===== src/hw/atacmd_pkg.sv =====
// constants shared by the ata command execution block
package atacmd_pkg;
  localparam int         ADDR_W       = 10;
  localparam int         LBA_W        = 28;
  // task file offsets
  localparam logic [9:0] OFF_ERROR    = 10'h1f1;
  localparam logic [9:0] OFF_SCOUNT   = 10'h1f2;
  localparam logic [9:0] OFF_SNUMBER  = 10'h1f3;
  localparam logic [9:0] OFF_CYL_LOW  = 10'h1f4;
  localparam logic [9:0] OFF_CYL_HIGH = 10'h1f5;
  localparam logic [9:0] OFF_DEV_HEAD = 10'h1f6;
  localparam logic [9:0] OFF_COMMAND  = 10'h1f7;
  // command codes
  localparam logic [7:0] CMD_WRITE_VERIFY = 8'h3c;
  localparam logic [7:0] CMD_INIT_PARAMS  = 8'h91;
  localparam logic [3:0] CMD_SEEK_HI      = 4'h7;
  localparam logic [3:0] CMD_RECAL_HI     = 4'h1;
  // status bit positions
  localparam int         ST_BUSY      = 7;
  localparam int         ST_READY     = 6;
  localparam int         ST_SEEK_DONE = 4;
  localparam int         ST_DRQ       = 3;
  localparam int         ST_ERR       = 0;
  // error bit positions
  localparam int         ER_UNC       = 6;
  localparam int         ER_IDNF      = 4;
  localparam int         ER_ABRT      = 2;
  // device/head bit positions
  localparam int         DH_LBA       = 6;
  // reset values
  localparam logic [7:0] TF_RST       = 8'h00;
  localparam logic [7:0] SN_RST       = 8'h01;
  // default geometry, also used for all lba translation
  localparam logic [7:0] DEF_SPT      = 8'h3f;
  localparam logic [3:0] DEF_MAX_HEAD = 4'hf;
  localparam logic [4:0] XL_LAST_STEP = 5'h1b;
  // media operations
  localparam logic [1:0] MOP_SEEK     = 2'h0;
  localparam logic [1:0] MOP_RECAL    = 2'h1;
  localparam logic [1:0] MOP_WRITE    = 2'h2;
  localparam logic [1:0] MOP_VERIFY   = 2'h3;
endpackage


===== src/hw/atacmd_xl_if.sv =====
// lba to cylinder/head/sector translation handshake
`timescale 1ns/1ps
interface atacmd_xl_if;
  logic        start;
  logic [27:0] lba;
  logic        done;
  logic [15:0] cyl;
  logic [3:0]  head;
  logic [7:0]  sect;
  modport req (output start, output lba, input done, input cyl, input head, input sect);
  modport srv (input start, input lba, output done, output cyl, output head, output sect);
endinterface


===== src/hw/atacmd_top.sv =====
// task file and command execution for write verify, recalibrate, seek, init params
`timescale 1ns/1ps
// What this block does
// - 7x decodes seek, 1x decodes recalibrate
// - 91h decodes initialize device parameters
// - 3Ch runs sector write sequence
// - each sector verified right after writing
// - verify reads internally, no host transfer
// - verify errors posted in status and error
// - recalibrate sets busy, then rezero
// - rezero done: status, busy off, interrupt
// - recalibrate accepted in lba mode
// - seek to cylinder and head given
// - seek done: busy off, then interrupt
// - seek complete status always one
// - lba seek translates address to cylinder/head
// - low device/head nibble is max head
// - init params: busy, store, interrupt
// - zero sector count aborts init params
// - geometry survives reset_n, back to default only at power-on
// - init params ignores lba bit
// - lba area stays on default geometry
// - on error only device bit, error valid
module atacmd_top (
  input  wire logic       mclk,
  input  wire logic       reset_n,
  input  wire logic       por_n,
  input  wire logic [9:0] hst_addr,
  input  wire logic       hst_wr,
  input  wire logic       hst_rd,
  input  wire logic [7:0] hst_wdata,
  output logic      [7:0] hst_rdata,
  output logic            intrq,
  output logic            drq,
  input  wire logic       buf_full,
  output logic            med_req,
  output logic      [1:0] med_op,
  output logic     [15:0] med_cyl,
  output logic      [3:0] med_head,
  output logic      [7:0] med_sect,
  input  wire logic       med_done,
  input  wire logic       med_err,
  output logic      [7:0] geo_spt,
  output logic      [3:0] geo_max_head
);
  typedef enum logic [5:0] {
    S_IDLE   = 6'b000001,
    S_DATA   = 6'b000010,
    S_XLATE  = 6'b000100,
    S_MEDIA  = 6'b001000,
    S_FINISH = 6'b010000,
    S_IRQ    = 6'b100000
  } atacmd_st_e;

  atacmd_st_e  st, next_st;
  logic        busy, next_busy;
  logic        err, next_err;
  logic [7:0]  error_reg, next_error_reg;
  logic [7:0]  sc, next_sc;
  logic [7:0]  sn, next_sn;
  logic [7:0]  cl, next_cl;
  logic [7:0]  ch, next_ch;
  logic [7:0]  dh, next_dh;
  logic [7:0]  next_rdata;
  logic        next_intrq, next_drq, next_med_req;
  logic [1:0]  next_med_op;
  logic [15:0] next_med_cyl;
  logic [3:0]  next_med_head;
  logic [7:0]  next_med_sect;
  logic [7:0]  next_geo_spt;
  logic [3:0]  next_geo_max_head;
  logic        xl_start, next_xl_start;
  logic [7:0]  status_reg;
  logic        cmd_wr, accept, st_rd;
  logic [27:0] lba_nx;
  atacmd_xl_if xl ();

  atacmd_xlate u_xlate (
    .mclk    (mclk),
    .reset_n (reset_n),
    .xl      (xl)
  );

  assign xl.start = xl_start;
  assign xl.lba = {dh[3:0], ch, cl, sn};

  always_comb begin
    status_reg = 8'h00;
    status_reg[atacmd_pkg::ST_BUSY] = busy;
    status_reg[atacmd_pkg::ST_READY] = 1'b1;
    status_reg[atacmd_pkg::ST_SEEK_DONE] = 1'b1;
    status_reg[atacmd_pkg::ST_DRQ] = drq;
    status_reg[atacmd_pkg::ST_ERR] = err;
  end

  assign cmd_wr = hst_wr && (hst_addr == atacmd_pkg::OFF_COMMAND);
  assign accept = cmd_wr && !busy && (st == S_IDLE || st == S_IRQ);
  assign st_rd = hst_rd && (hst_addr == atacmd_pkg::OFF_COMMAND);
  assign lba_nx = {dh[3:0], ch, cl, sn} + 28'h0000001;

  always_comb begin
    next_st = st;
    next_busy = busy;
    next_err = err;
    next_error_reg = error_reg;
    next_sc = sc;
    next_sn = sn;
    next_cl = cl;
    next_ch = ch;
    next_dh = dh;
    next_drq = drq;
    next_med_req = med_req;
    next_med_op = med_op;
    next_med_cyl = med_cyl;
    next_med_head = med_head;
    next_med_sect = med_sect;
    next_geo_spt = geo_spt;
    next_geo_max_head = geo_max_head;
    next_xl_start = 1'b0;
    // task file writes only while idle
    if (hst_wr && !busy) begin
      unique case (hst_addr)
        atacmd_pkg::OFF_SCOUNT:   next_sc = hst_wdata;
        atacmd_pkg::OFF_SNUMBER:  next_sn = hst_wdata;
        atacmd_pkg::OFF_CYL_LOW:  next_cl = hst_wdata;
        atacmd_pkg::OFF_CYL_HIGH: next_ch = hst_wdata;
        atacmd_pkg::OFF_DEV_HEAD: next_dh = hst_wdata;
        default: ;
      endcase
    end
    unique case (st)
      S_IDLE, S_IRQ: begin
        if (st == S_IRQ) next_st = S_IDLE;
        if (accept) begin
          next_busy = 1'b1;
          next_err = 1'b0;
          next_error_reg = 8'h00;
          if (hst_wdata[7:4] == atacmd_pkg::CMD_RECAL_HI) begin
            // lba bit plays no part here
            next_med_op = atacmd_pkg::MOP_RECAL;
            next_med_cyl = 16'h0000;
            next_med_head = 4'h0;
            next_med_req = 1'b1;
            next_st = S_MEDIA;
          end else if (hst_wdata[7:4] == atacmd_pkg::CMD_SEEK_HI) begin
            next_med_op = atacmd_pkg::MOP_SEEK;
            if (dh[atacmd_pkg::DH_LBA]) begin
              next_xl_start = 1'b1;
              next_st = S_XLATE;
            end else begin
              next_med_cyl = {ch, cl};
              next_med_head = dh[3:0];
              next_med_sect = sn;
              next_med_req = 1'b1;
              next_st = S_MEDIA;
            end
          end else if (hst_wdata == atacmd_pkg::CMD_WRITE_VERIFY) begin
            next_med_op = atacmd_pkg::MOP_WRITE;
            next_drq = 1'b1;
            next_st = S_DATA;
          end else if (hst_wdata == atacmd_pkg::CMD_INIT_PARAMS) begin
            // geometry always taken as chs
            if (sc == 8'h00) begin
              next_err = 1'b1;
              next_error_reg[atacmd_pkg::ER_ABRT] = 1'b1;
            end else begin
              next_geo_spt = sc;
              next_geo_max_head = dh[3:0];
            end
            next_st = S_FINISH;
          end else begin
            next_err = 1'b1;
            next_error_reg[atacmd_pkg::ER_ABRT] = 1'b1;
            next_st = S_FINISH;
          end
        end
      end
      S_DATA: begin
        if (buf_full) begin
          next_drq = 1'b0;
          next_med_op = atacmd_pkg::MOP_WRITE;
          if (dh[atacmd_pkg::DH_LBA]) begin
            next_xl_start = 1'b1;
            next_st = S_XLATE;
          end else begin
            next_med_cyl = {ch, cl};
            next_med_head = dh[3:0];
            next_med_sect = sn;
            next_med_req = 1'b1;
            next_st = S_MEDIA;
          end
        end
      end
      S_XLATE: begin
        // translator works on default geometry only
        if (xl.done) begin
          next_med_cyl = xl.cyl;
          next_med_head = xl.head;
          next_med_sect = xl.sect;
          next_med_req = 1'b1;
          next_st = S_MEDIA;
        end
      end
      S_MEDIA: begin
        if (med_done) begin
          next_med_req = 1'b0;
          if (med_err) begin
            // cause and flag set before busy drops
            next_err = 1'b1; // rest of task file left as it stands
            if (med_op == atacmd_pkg::MOP_WRITE || med_op == atacmd_pkg::MOP_VERIFY) begin
              next_error_reg[atacmd_pkg::ER_UNC] = 1'b1;
            end else begin
              next_error_reg[atacmd_pkg::ER_IDNF] = 1'b1;
            end
            next_st = S_FINISH;
          end else if (med_op == atacmd_pkg::MOP_WRITE) begin
            // internal read-back, drq stays low
            next_med_op = atacmd_pkg::MOP_VERIFY;
            next_med_req = 1'b1;
          end else if (med_op == atacmd_pkg::MOP_VERIFY) begin
            next_sc = sc - 8'h01;
            if (dh[atacmd_pkg::DH_LBA]) begin
              {next_dh[3:0], next_ch, next_cl, next_sn} = lba_nx;
            end else if (sn >= geo_spt) begin
              next_sn = atacmd_pkg::SN_RST;
              if (dh[3:0] >= geo_max_head) begin
                next_dh[3:0] = 4'h0;
                {next_ch, next_cl} = {ch, cl} + 16'h0001;
              end else begin
                next_dh[3:0] = dh[3:0] + 4'h1;
              end
            end else begin
              next_sn = sn + 8'h01;
            end
            if (sc == 8'h01) begin
              next_st = S_FINISH;
            end else begin
              next_drq = 1'b1;
              next_st = S_DATA;
            end
          end else begin
            next_st = S_FINISH;
          end
        end
      end
      S_FINISH: begin
        next_busy = 1'b0;
        next_st = S_IRQ;
      end
    endcase
  end

  always_comb begin
    next_rdata = hst_rdata;
    if (hst_rd) begin
      unique case (hst_addr)
        atacmd_pkg::OFF_ERROR:    next_rdata = error_reg;
        atacmd_pkg::OFF_SCOUNT:   next_rdata = sc;
        atacmd_pkg::OFF_SNUMBER:  next_rdata = sn;
        atacmd_pkg::OFF_CYL_LOW:  next_rdata = cl;
        atacmd_pkg::OFF_CYL_HIGH: next_rdata = ch;
        atacmd_pkg::OFF_DEV_HEAD: next_rdata = dh;
        atacmd_pkg::OFF_COMMAND:  next_rdata = status_reg;
        default:                  next_rdata = 8'h00;
      endcase
    end
    // raise wins over a status read in the same cycle
    next_intrq = (st == S_IRQ) || (intrq && !st_rd && !accept);
  end

  always_ff @(posedge mclk or negedge reset_n) begin
    if (!reset_n) begin
      st <= S_IDLE;
      busy <= 1'b0;
      err <= 1'b0;
      error_reg <= atacmd_pkg::TF_RST;
      sc <= atacmd_pkg::TF_RST;
      sn <= atacmd_pkg::SN_RST;
      cl <= atacmd_pkg::TF_RST;
      ch <= atacmd_pkg::TF_RST;
      dh <= atacmd_pkg::TF_RST;
      hst_rdata <= 8'h00;
      intrq <= 1'b0;
      drq <= 1'b0;
      med_req <= 1'b0;
      med_op <= atacmd_pkg::MOP_SEEK;
      med_cyl <= 16'h0000;
      med_head <= 4'h0;
      med_sect <= atacmd_pkg::SN_RST;
      xl_start <= 1'b0;
    end else begin
      st <= next_st;
      busy <= next_busy;
      err <= next_err;
      error_reg <= next_error_reg;
      sc <= next_sc;
      sn <= next_sn;
      cl <= next_cl;
      ch <= next_ch;
      dh <= next_dh;
      hst_rdata <= next_rdata;
      intrq <= next_intrq;
      drq <= next_drq;
      med_req <= next_med_req;
      med_op <= next_med_op;
      med_cyl <= next_med_cyl;
      med_head <= next_med_head;
      med_sect <= next_med_sect;
      xl_start <= next_xl_start;
    end
  end

  // geometry cleared only at power-on, not by reset_n
  always_ff @(posedge mclk or negedge por_n) begin
    if (!por_n) begin
      geo_spt <= atacmd_pkg::DEF_SPT;
      geo_max_head <= atacmd_pkg::DEF_MAX_HEAD;
    end else begin
      geo_spt <= next_geo_spt;
      geo_max_head <= next_geo_max_head;
    end
  end

  a_seek_flag_one: assert property (
    @(posedge mclk) disable iff (!reset_n)
    st_rd |=> hst_rdata[atacmd_pkg::ST_SEEK_DONE])
    else $error("seek complete bit read as zero");

  a_irq_after_busy: assert property (
    @(posedge mclk) disable iff (!reset_n)
    $fell(busy) |-> !intrq ##1 intrq)
    else $error("interrupt not raised one cycle after busy fell");

  a_seek_decode: assert property (
    @(posedge mclk) disable iff (!reset_n)
    accept && hst_wdata[7:4] == 4'h7 |=> busy && med_op == atacmd_pkg::MOP_SEEK)
    else $error("seek opcode not decoded");

  a_recal_lba_ok: assert property (
    @(posedge mclk) disable iff (!reset_n)
    accept && hst_wdata[7:4] == 4'h1 |=> busy && med_req && med_cyl == 16'h0000 && !err)
    else $error("recalibrate not started");

  a_init_abort: assert property (
    @(posedge mclk) disable iff (!reset_n)
    accept && hst_wdata == 8'h91 && sc == 8'h00
      |=> err && error_reg[atacmd_pkg::ER_ABRT] ##1 !busy ##1 intrq)
    else $error("zero count init params not aborted");

  a_init_store: assert property (
    @(posedge mclk) disable iff (!reset_n)
    accept && hst_wdata == 8'h91 && sc != 8'h00
      |=> geo_spt == $past(sc) && geo_max_head == $past(dh[3:0]) && !err)
    else $error("geometry not stored");

  a_verify_follows: assert property (
    @(posedge mclk) disable iff (!reset_n)
    st == S_MEDIA && med_op == atacmd_pkg::MOP_WRITE && med_done && !med_err
      |=> st == S_MEDIA && med_op == atacmd_pkg::MOP_VERIFY && med_req)
    else $error("verify did not follow sector write");

  a_verify_no_drq: assert property (
    @(posedge mclk) disable iff (!reset_n)
    med_op == atacmd_pkg::MOP_VERIFY && med_req |-> !drq)
    else $error("host transfer requested during verify");

  a_err_before_irq: assert property (
    @(posedge mclk) disable iff (!reset_n)
    $rose(intrq) && err |-> error_reg != 8'h00 && $past(err))
    else $error("error flag without cause before interrupt");

  a_lba_seek_xlate: assert property (
    @(posedge mclk) disable iff (!reset_n)
    accept && hst_wdata[7:4] == 4'h7 && dh[atacmd_pkg::DH_LBA] |=> st == S_XLATE ##[1:60] med_req)
    else $error("lba seek not translated");
endmodule // atacmd_top


===== src/hw/atacmd_xlate.sv =====
// bit-serial lba to cylinder/head/sector translator on default geometry
`timescale 1ns/1ps
module atacmd_xlate (
  input wire logic   mclk,
  input wire logic   reset_n,
  atacmd_xl_if.srv   xl
);
  typedef enum logic [2:0] {
    X_IDLE = 3'b001,
    X_SPT  = 3'b010,
    X_HEAD = 3'b100
  } atacmd_xst_e;

  atacmd_xst_e st, next_st;
  logic [27:0] num, next_num;
  logic [7:0]  rem, next_rem;
  logic [4:0]  cnt, next_cnt;
  logic        done, next_done;
  logic [15:0] cyl, next_cyl;
  logic [3:0]  head, next_head;
  logic [7:0]  sect, next_sect;
  logic [8:0]  rem_sh, dv, rem_nx;
  logic        ge;

  always_comb begin
    rem_sh = {rem, num[27]};
    dv = (st == X_SPT) ? {1'b0, atacmd_pkg::DEF_SPT}
                       : {5'h00, atacmd_pkg::DEF_MAX_HEAD} + 9'h001;
    ge = (rem_sh >= dv);
    rem_nx = ge ? rem_sh - dv : rem_sh;
    next_st = st;
    next_num = num;
    next_rem = rem;
    next_cnt = cnt;
    next_done = 1'b0;
    next_cyl = cyl;
    next_head = head;
    next_sect = sect;
    unique case (st)
      X_IDLE: begin
        if (xl.start) begin
          next_num = xl.lba;
          next_rem = 8'h00;
          next_cnt = 5'h00;
          next_st = X_SPT;
        end
      end
      X_SPT, X_HEAD: begin
        // one restoring division step per cycle
        next_num = {num[26:0], ge};
        next_rem = rem_nx[7:0];
        next_cnt = cnt + 5'h01;
        if (cnt == atacmd_pkg::XL_LAST_STEP) begin
          next_cnt = 5'h00;
          next_rem = 8'h00;
          if (st == X_SPT) begin
            next_sect = rem_nx[7:0] + 8'h01;
            next_st = X_HEAD;
          end else begin
            next_cyl = next_num[15:0];
            next_head = rem_nx[3:0];
            next_done = 1'b1;
            next_st = X_IDLE;
          end
        end
      end
    endcase
  end

  always_ff @(posedge mclk or negedge reset_n) begin
    if (!reset_n) begin
      st <= X_IDLE;
      num <= 28'h0000000;
      rem <= 8'h00;
      cnt <= 5'h00;
      done <= 1'b0;
      cyl <= 16'h0000;
      head <= 4'h0;
      sect <= 8'h01;
    end else begin
      st <= next_st;
      num <= next_num;
      rem <= next_rem;
      cnt <= next_cnt;
      done <= next_done;
      cyl <= next_cyl;
      head <= next_head;
      sect <= next_sect;
    end
  end

  assign xl.done = done;
  assign xl.cyl = cyl;
  assign xl.head = head;
  assign xl.sect = sect;
endmodule // atacmd_xlate


===== config.mk =====
export PLATFORM = sky130hd
export DESIGN_NAME = atacmd_top
export DESIGN_NICKNAME = d
export VERILOG_FILES = /design/src/hw/atacmd_pkg.sv /design/src/hw/atacmd_xl_if.sv /design/src/hw/atacmd_top.sv /design/src/hw/atacmd_xlate.sv
export SDC_FILE = /design/constraint.sdc
export NUM_CORES = 1
export LEC_CHECK = 0
export BUFFER_PORTS_ARGS = -buffer_cell sky130_fd_sc_hd__buf_4
export CORE_MARGIN = 2
export CORE_UTILIZATION = 55
export DETAILED_ROUTE_END_ITERATION = 10
export HOLD_SLACK_MARGIN = 0.05
export PLACE_DENSITY = 0.76
export SLEW_MARGIN = 20
export SYNTH_ARGS = -nofsm -noshare
export SYNTH_HDL_FRONTEND = slang
export SYNTH_SLANG_ARGS = --single-unit

===== constraint.sdc =====
create_clock -name mclk -period 3.4 [get_ports mclk]
set_input_delay 0.34 -clock mclk [delete_from_list [all_inputs] [get_ports mclk]]
set_output_delay 0.34 -clock mclk [all_outputs]
set_load 0.05 [all_outputs]

# After elaboration in Yosys (flattened, before gate mapping)
# Cells that the tools add are included.
[totals]
ff_bits = 178
input_bits = 26
out_inout_bits = 53
[op_classes]
addsub = 8
n_lt_le_gt_ge = 3
eq_ne = 46
n_mux = 155
bitwise = 5
n_reduce_logical = 37
[ops]
columns = ["cell", "n"]
rows = [
  ["2-to-1 mux 8 bit", 45],
  ["2-to-1 mux 16 bit", 6],
  ["equality test 10 x 9 -> 1 bit, second input constant", 7],
  ["2-to-1 mux 4 bit", 17],
  ["one-hot mux 28 bit (2 select lines)", 1],
  ["one-hot mux 8 bit (7 select lines)", 1],
  ["2-to-1 mux 6 bit", 8],
  ["one-hot mux 16 bit (3 select lines)", 1],
  ["2-to-1 mux 1 bit", 42],
  ["2-to-1 mux 5 bit", 7],
  ["!= test 2 bit, second input constant", 16],
  ["one-hot mux 6 bit (5 select lines)", 1],
  ["adder 28 x 1 -> 28 bit, second input constant", 1],
  ["2-to-1 mux 28 bit", 1],
  ["one-hot mux 8 bit (3 select lines)", 1],
  ["AND reduction 5 bit", 4],
  ["adder 16 x 1 -> 16 bit, second input constant", 1],
  ["adder 8 x 1 -> 8 bit, second input constant", 2],
  ["2-to-1 mux 2 bit", 8],
  ["one-hot mux 8 bit (2 select lines)", 1],
  ["AND reduction 7 bit", 2],
  ["one-hot mux 4 bit (3 select lines)", 1],
  ["AND reduction 6 bit", 2],
  ["AND reduction 11 bit", 1],
  ["other kinds (46)", 77],
]

# Depth between registers and ports, before layout
[depth]
word_depth = 11
ltp_mapped = 15
mapped_depth_nobuf = 14

# Hierarchy
# From an unflattened synthesis, not the netlist that was laid out.
[unflattened]
hier_cells = 1109
hier_area_um2 = 10151.0
[modules_own_cells]
columns = ["module", "n_inst", "cells_per_inst", "area_per_inst_um2"]
rows = [
  ["atacmd_top", 1, 743, 6762.7],
  ["atacmd_xlate", 1, 366, 3388.2],
]

# Least setup slack after synthesis
# No wires, ideal clock.
[synth_timing]
kind = "reg-to-reg"
from = "reg u_xlate.st[0]"
to = "reg u_xlate.sect[6] (netlist: u_xlate.xl.sect[6])"
t_arrival_ns = 2.987
setup_slack_ns = 0.277
path_stages_with_launch = 15
path_cell_list = "dfstp_2 -> nor2_1 -> nand2_1 -> inv_1 -> ha_1 -> and4b_1 -> a2111o_1 -> or2_0 -> clkbuf_1 -> a21oi_1 -> ha_1 -> inv_1 -> a221oi_2 -> xor2_1 -> o21ai_0"
[synth_between]
elab_chain_cells = 5
[synth_rtl]
columns = ["item", "line_no", "rtl"]
rows = [
  ["start: declaration", "atacmd_xlate.sv:14", "atacmd_xst_e st, next_st;"],
  ["start signal: assignment", "atacmd_xlate.sv:81", "st <= next_st;"],
  ["equality test 3 x 2 -> 1 bit *", "atacmd_xlate.sv:27", "dv = (st == X_SPT) ? {1'b0, atacmd_pkg::DEF_SPT}"],
  ["2-to-1 mux 6 bit *", "atacmd_xlate.sv:27", ""],
  ["subtractor 8 bit or >= comparator 9 x 6 -> 1 bit (tied branches)", "atacmd_xlate.sv:30, atacmd_xlate.sv:29", ""],
  ["2-to-1 mux 8 bit *", "atacmd_xlate.sv:30", "rem_nx = ge ? rem_sh - dv : rem_sh;"],
  ["via u_xlate.rem_nx[0]", "atacmd_xlate.sv:22", "logic [8:0] rem_sh, dv, rem_nx;"],
  ["adder 8 x 1 -> 8 bit *", "atacmd_xlate.sv:57", "next_sect = rem_nx[7:0] + 8'h01;"],
  ["end signal: assignment", "atacmd_xlate.sv:88", "sect <= next_sect;"],
  ["end: declaration", "atacmd_xlate.sv:21", "logic [7:0] sect, next_sect;"],
]
# The timed path passes the listed nets; every way through them passes the cells marked *.
# A chain may end at the register's enable or synchronous reset.

# Worst setup path in the final report
# Same ends and word-level chain as after synthesis.

==> metrics.csv <==
stage,metric,value,unit
run_status,status,"complete, no violations",
layout,"commonest non-fill, non-tap cell in the layout",nand2_1,
die,floorplan die width,141,um
layout,footprint of the multi-input gates,0.00532,mm2
routing,routed wire length,29.5,mm
die,Core Box Area,0.0181,mm2
routing,DR vias/cell,6.44,
global_route,vias in the first global route,8520,
place,DP HPWL,20.4,mm
global_route,antenna violations before repair,0,
layout,Largest regs,"u_xlate.num (28), med_cyl (16), u_xlate.xl.cyl (16)",
logic_synthesis,syn nets,1169,
sta,Final Slew Violations,0,
worst_setup_path,critical path arrival,3460,ps
layout,ratio of cells with drive above 1 in the final layout,0.172,
power,register share of total power,0.440,
cts,CTS max path bufs,2,
sta,endpoints failing setup,0,
die,I/O pin count,79,
cts,CTS tree,done,
routing,drt first pass iters,5,
worst_setup_path,Startpoint Class,flop,
power,Combinational Power Share,0.168,
logic_synthesis,synth unique cells,92,
power,Total Power,5.60,mW
power,switching part of the total,0.294,
worst_setup_path,Crit. End Element,flop,
layout,final layout net count,1227,
layout,"commonest cells after routing, fill and taps aside","nand2_1 (181), dfrtp_1 (163), buf_4 (112)",
cts,Clock Latency Late Sink,440,ps
power,Sw Pwr,1.65,mW
global_route,"Remaining Overflow, GRT",0,
logic_synthesis,yosys synthesis warning count,0,
layout,Register Area,0.00447,mm2
logic_synthesis,ys async rst share,1.00,
layout,post-layout util,0.649,
sta,max_slew headroom,0.319,
routing,Antenna Nets Post-Route,0,
routing,initial DRC count,964,
cts,H-tree depth,4,
power,Internal,3.96,mW
routing,Wirelength per Cell,20.8,um
die,Vert. Die Dim,141,um
power,peak supply drop,0.395,mV
die,Die Footprint,0.0198,mm2
worst_setup_path,type of the worst setup path,reg -> reg,
logic_synthesis,Mapped Cells,1118,
sta,Tcrit/Tclk final,0.928,
logic_synthesis,"Top FF cell, synth",dfrtp_1,
worst_setup_path,Required @ worst endpoint,3700,ps
sta,fmax,0.317,GHz
layout,Largest register FFs,28,
sta,minimum clock period,3150,ps
global_route,first-pass GRT wire length,46.6,mm
cts,root buffer cell,clkbuf_16,
die,Rows,49,
power,clock share of power,0.392,
logic_synthesis,"EDFF count, synth",0,
sta,worst-margin pin slew,1020,ps
routing,Post-route DRC,0,
logic_synthesis,syn avg cell area,9.19,um2
worst_setup_path,worst reg2reg startpoint,u_xlate.st[0],
layout,FILL cells,1495,
global_route,largest net degree at the start of global routing,75,
cts,Num CTS Buffers,17,
place,RD Place Congestion,0.947,
min_path,worst min path class,in -> reg,
sta,final hold violation count,0,
logic_synthesis,#FFs+latches synth,178,
place,Buffers on Ports,78,
cts,CTS sink count,178,
power,LEAKAGE,5.36,nW
cts,# Post-CTS Setup Buffers,0,
sta,unrepaired setup endpoints after global routing,false,
layout,area grow syn2layout,14.7,%
sta,setup total negative slack,0,ps
global_route,GRT Util Overall,0.299,
run,max-cap check violation count,0,
logic_synthesis,mapped cell area,0.0103,mm2
sta,Post-Route Skew,11.5,ps
cts,Clock transition at path regs,70,ps
routing,DR vias,9139,
die,initial core utilization,0.566,
worst_setup_path,crit-path max FO,7,
power,pwr dens,476,mW/mm2
worst_setup_path,CP Launch Point,u_xlate.st[0],
logic_synthesis,register area share after synthesis,0.435,
layout,Layout Cells excl Fill,1419,
min_path,hold path startpoint,hst_rd,
layout,Largest Register,u_xlate.num,
place,placed cells,1384,
-- metrics by stage --
stage	setup slack (ps)	hold slack, ps	cell area (um2)
after CTS	130	173	11800
after detailed placement	107	194	11100
final	245	190	11800
after floorplan	277	44.4	10300
after global routing	20.5	186	11800
after global placement	177	182	11100
-- synth_stat cells, drive strengths merged (7+ instances only) --
cell | count | share of area
nand2 | 184 | 0.068
dfrtp | 163 | 0.40
o21ai | 99 | 0.049
a21oi | 55 | 0.027
mux2i | 54 | 0.053
clkbuf | 51 | 0.019
nor2 | 49 | 0.018
nand3 | 43 | 0.021
inv | 41 | 0.015
buf | 26 | 0.016
nor3 | 25 | 0.013
ha | 24 | 0.029
a22oi | 23 | 0.017
o2bb2ai | 20 | 0.017
mux2 | 19 | 0.021
dfstp | 15 | 0.038
a31oi | 13 | 0.0079
o22ai | 13 | 0.0079
xor2 | 12 | 0.010
and3 | 11 | 0.0067
nand2b | 11 | 0.0067
a21o | 8 | 0.0058
a22o | 8 | 0.0068
a32oi | 8 | 0.0068
nand4 | 8 | 0.0055
nor2b | 8 | 0.0049
a221oi | 7 | 0.0066
-- final timing paths --
path / end / slack (ps) / cells past startpoint
max in group asynchronous: u_xlate.num[9] / 2000 / 3
max reg2reg: u_xlate.xl.sect[6] / 250 / 13
min: hst_rdata[7] / 190 / 2
min in group asynchronous: geo_spt[7] / 300 / 2
max: u_xlate.xl.sect[6] / 250 / 13
min reg2reg: u_xlate.xl.cyl[2] / 480 / 2
-- metal layers --
layer  up-vias  GRT usage  routed length (um)
met5         -          0                   0
li1       4186          -                   -
met3        68     0.0761                2730
met4         0      0.104                 837
met1      4396      0.416               12500
met2       489      0.458               13500
-- worst max-delay path, stage by stage (launching register included) --
cell	delay, ps
dfstp_2	580
nor2_1	60
nand2_2	150
inv_1	80
ha_1	310
and4b_1	210
a2111o_1	430
or2_0	330
a21oi_2	210
ha_1	160
inv_1	70
a221oi_2	190
xor2_1	160
o21ai_0	80
-- power groups by stage --
stage               combinational, mW  sequential [mW]  clock, mW
floorplan                       0.662             2.42          0
global placement                0.899             2.49          0
detailed placement              0.911             2.49          0
CTS                             0.924             2.46       2.21
global route                     1.04             2.48       2.29
finish                          0.943             2.46       2.20
-- cells by family (layout without fill, tap and decap cells) --
logic type | after synthesis | in the layout | synth area share
muxes | 76 | 76 | 0.0800
buffers and inverters | 119 | 190 | 0.0503
adders and majority gates | 25 | 25 | 0.0312
DFF | 178 | 178 | 0.435
other | 0 | 1 | 0
AOI/OAI and AO/OA | 308 | 308 | 0.199
and+or+nand+nor | 394 | 394 | 0.188
xor gates and xnor gates | 18 | 18 | 0.0153
-- area by class of cell --
cell class                      count  area share
Timing Repair Buffer              116      0.0757
Clock inverter                     14      0.0180
Multi-Input combinational cell    821       0.452
Clock buffer                       18      0.0373
Tap cell                          229      0.0243
Antenna cell                        1    0.000212
Sequential cell                   178       0.380
Inverter                           42      0.0134
-- what timing repair did --
action,in CTS,in global routing
setup endpoints to repair,0,10
hold endpoints to repair,83,0
hold buffers,2,0
resized for setup,0,3
No activity file was read; power rests on OpenSTA's default activity.
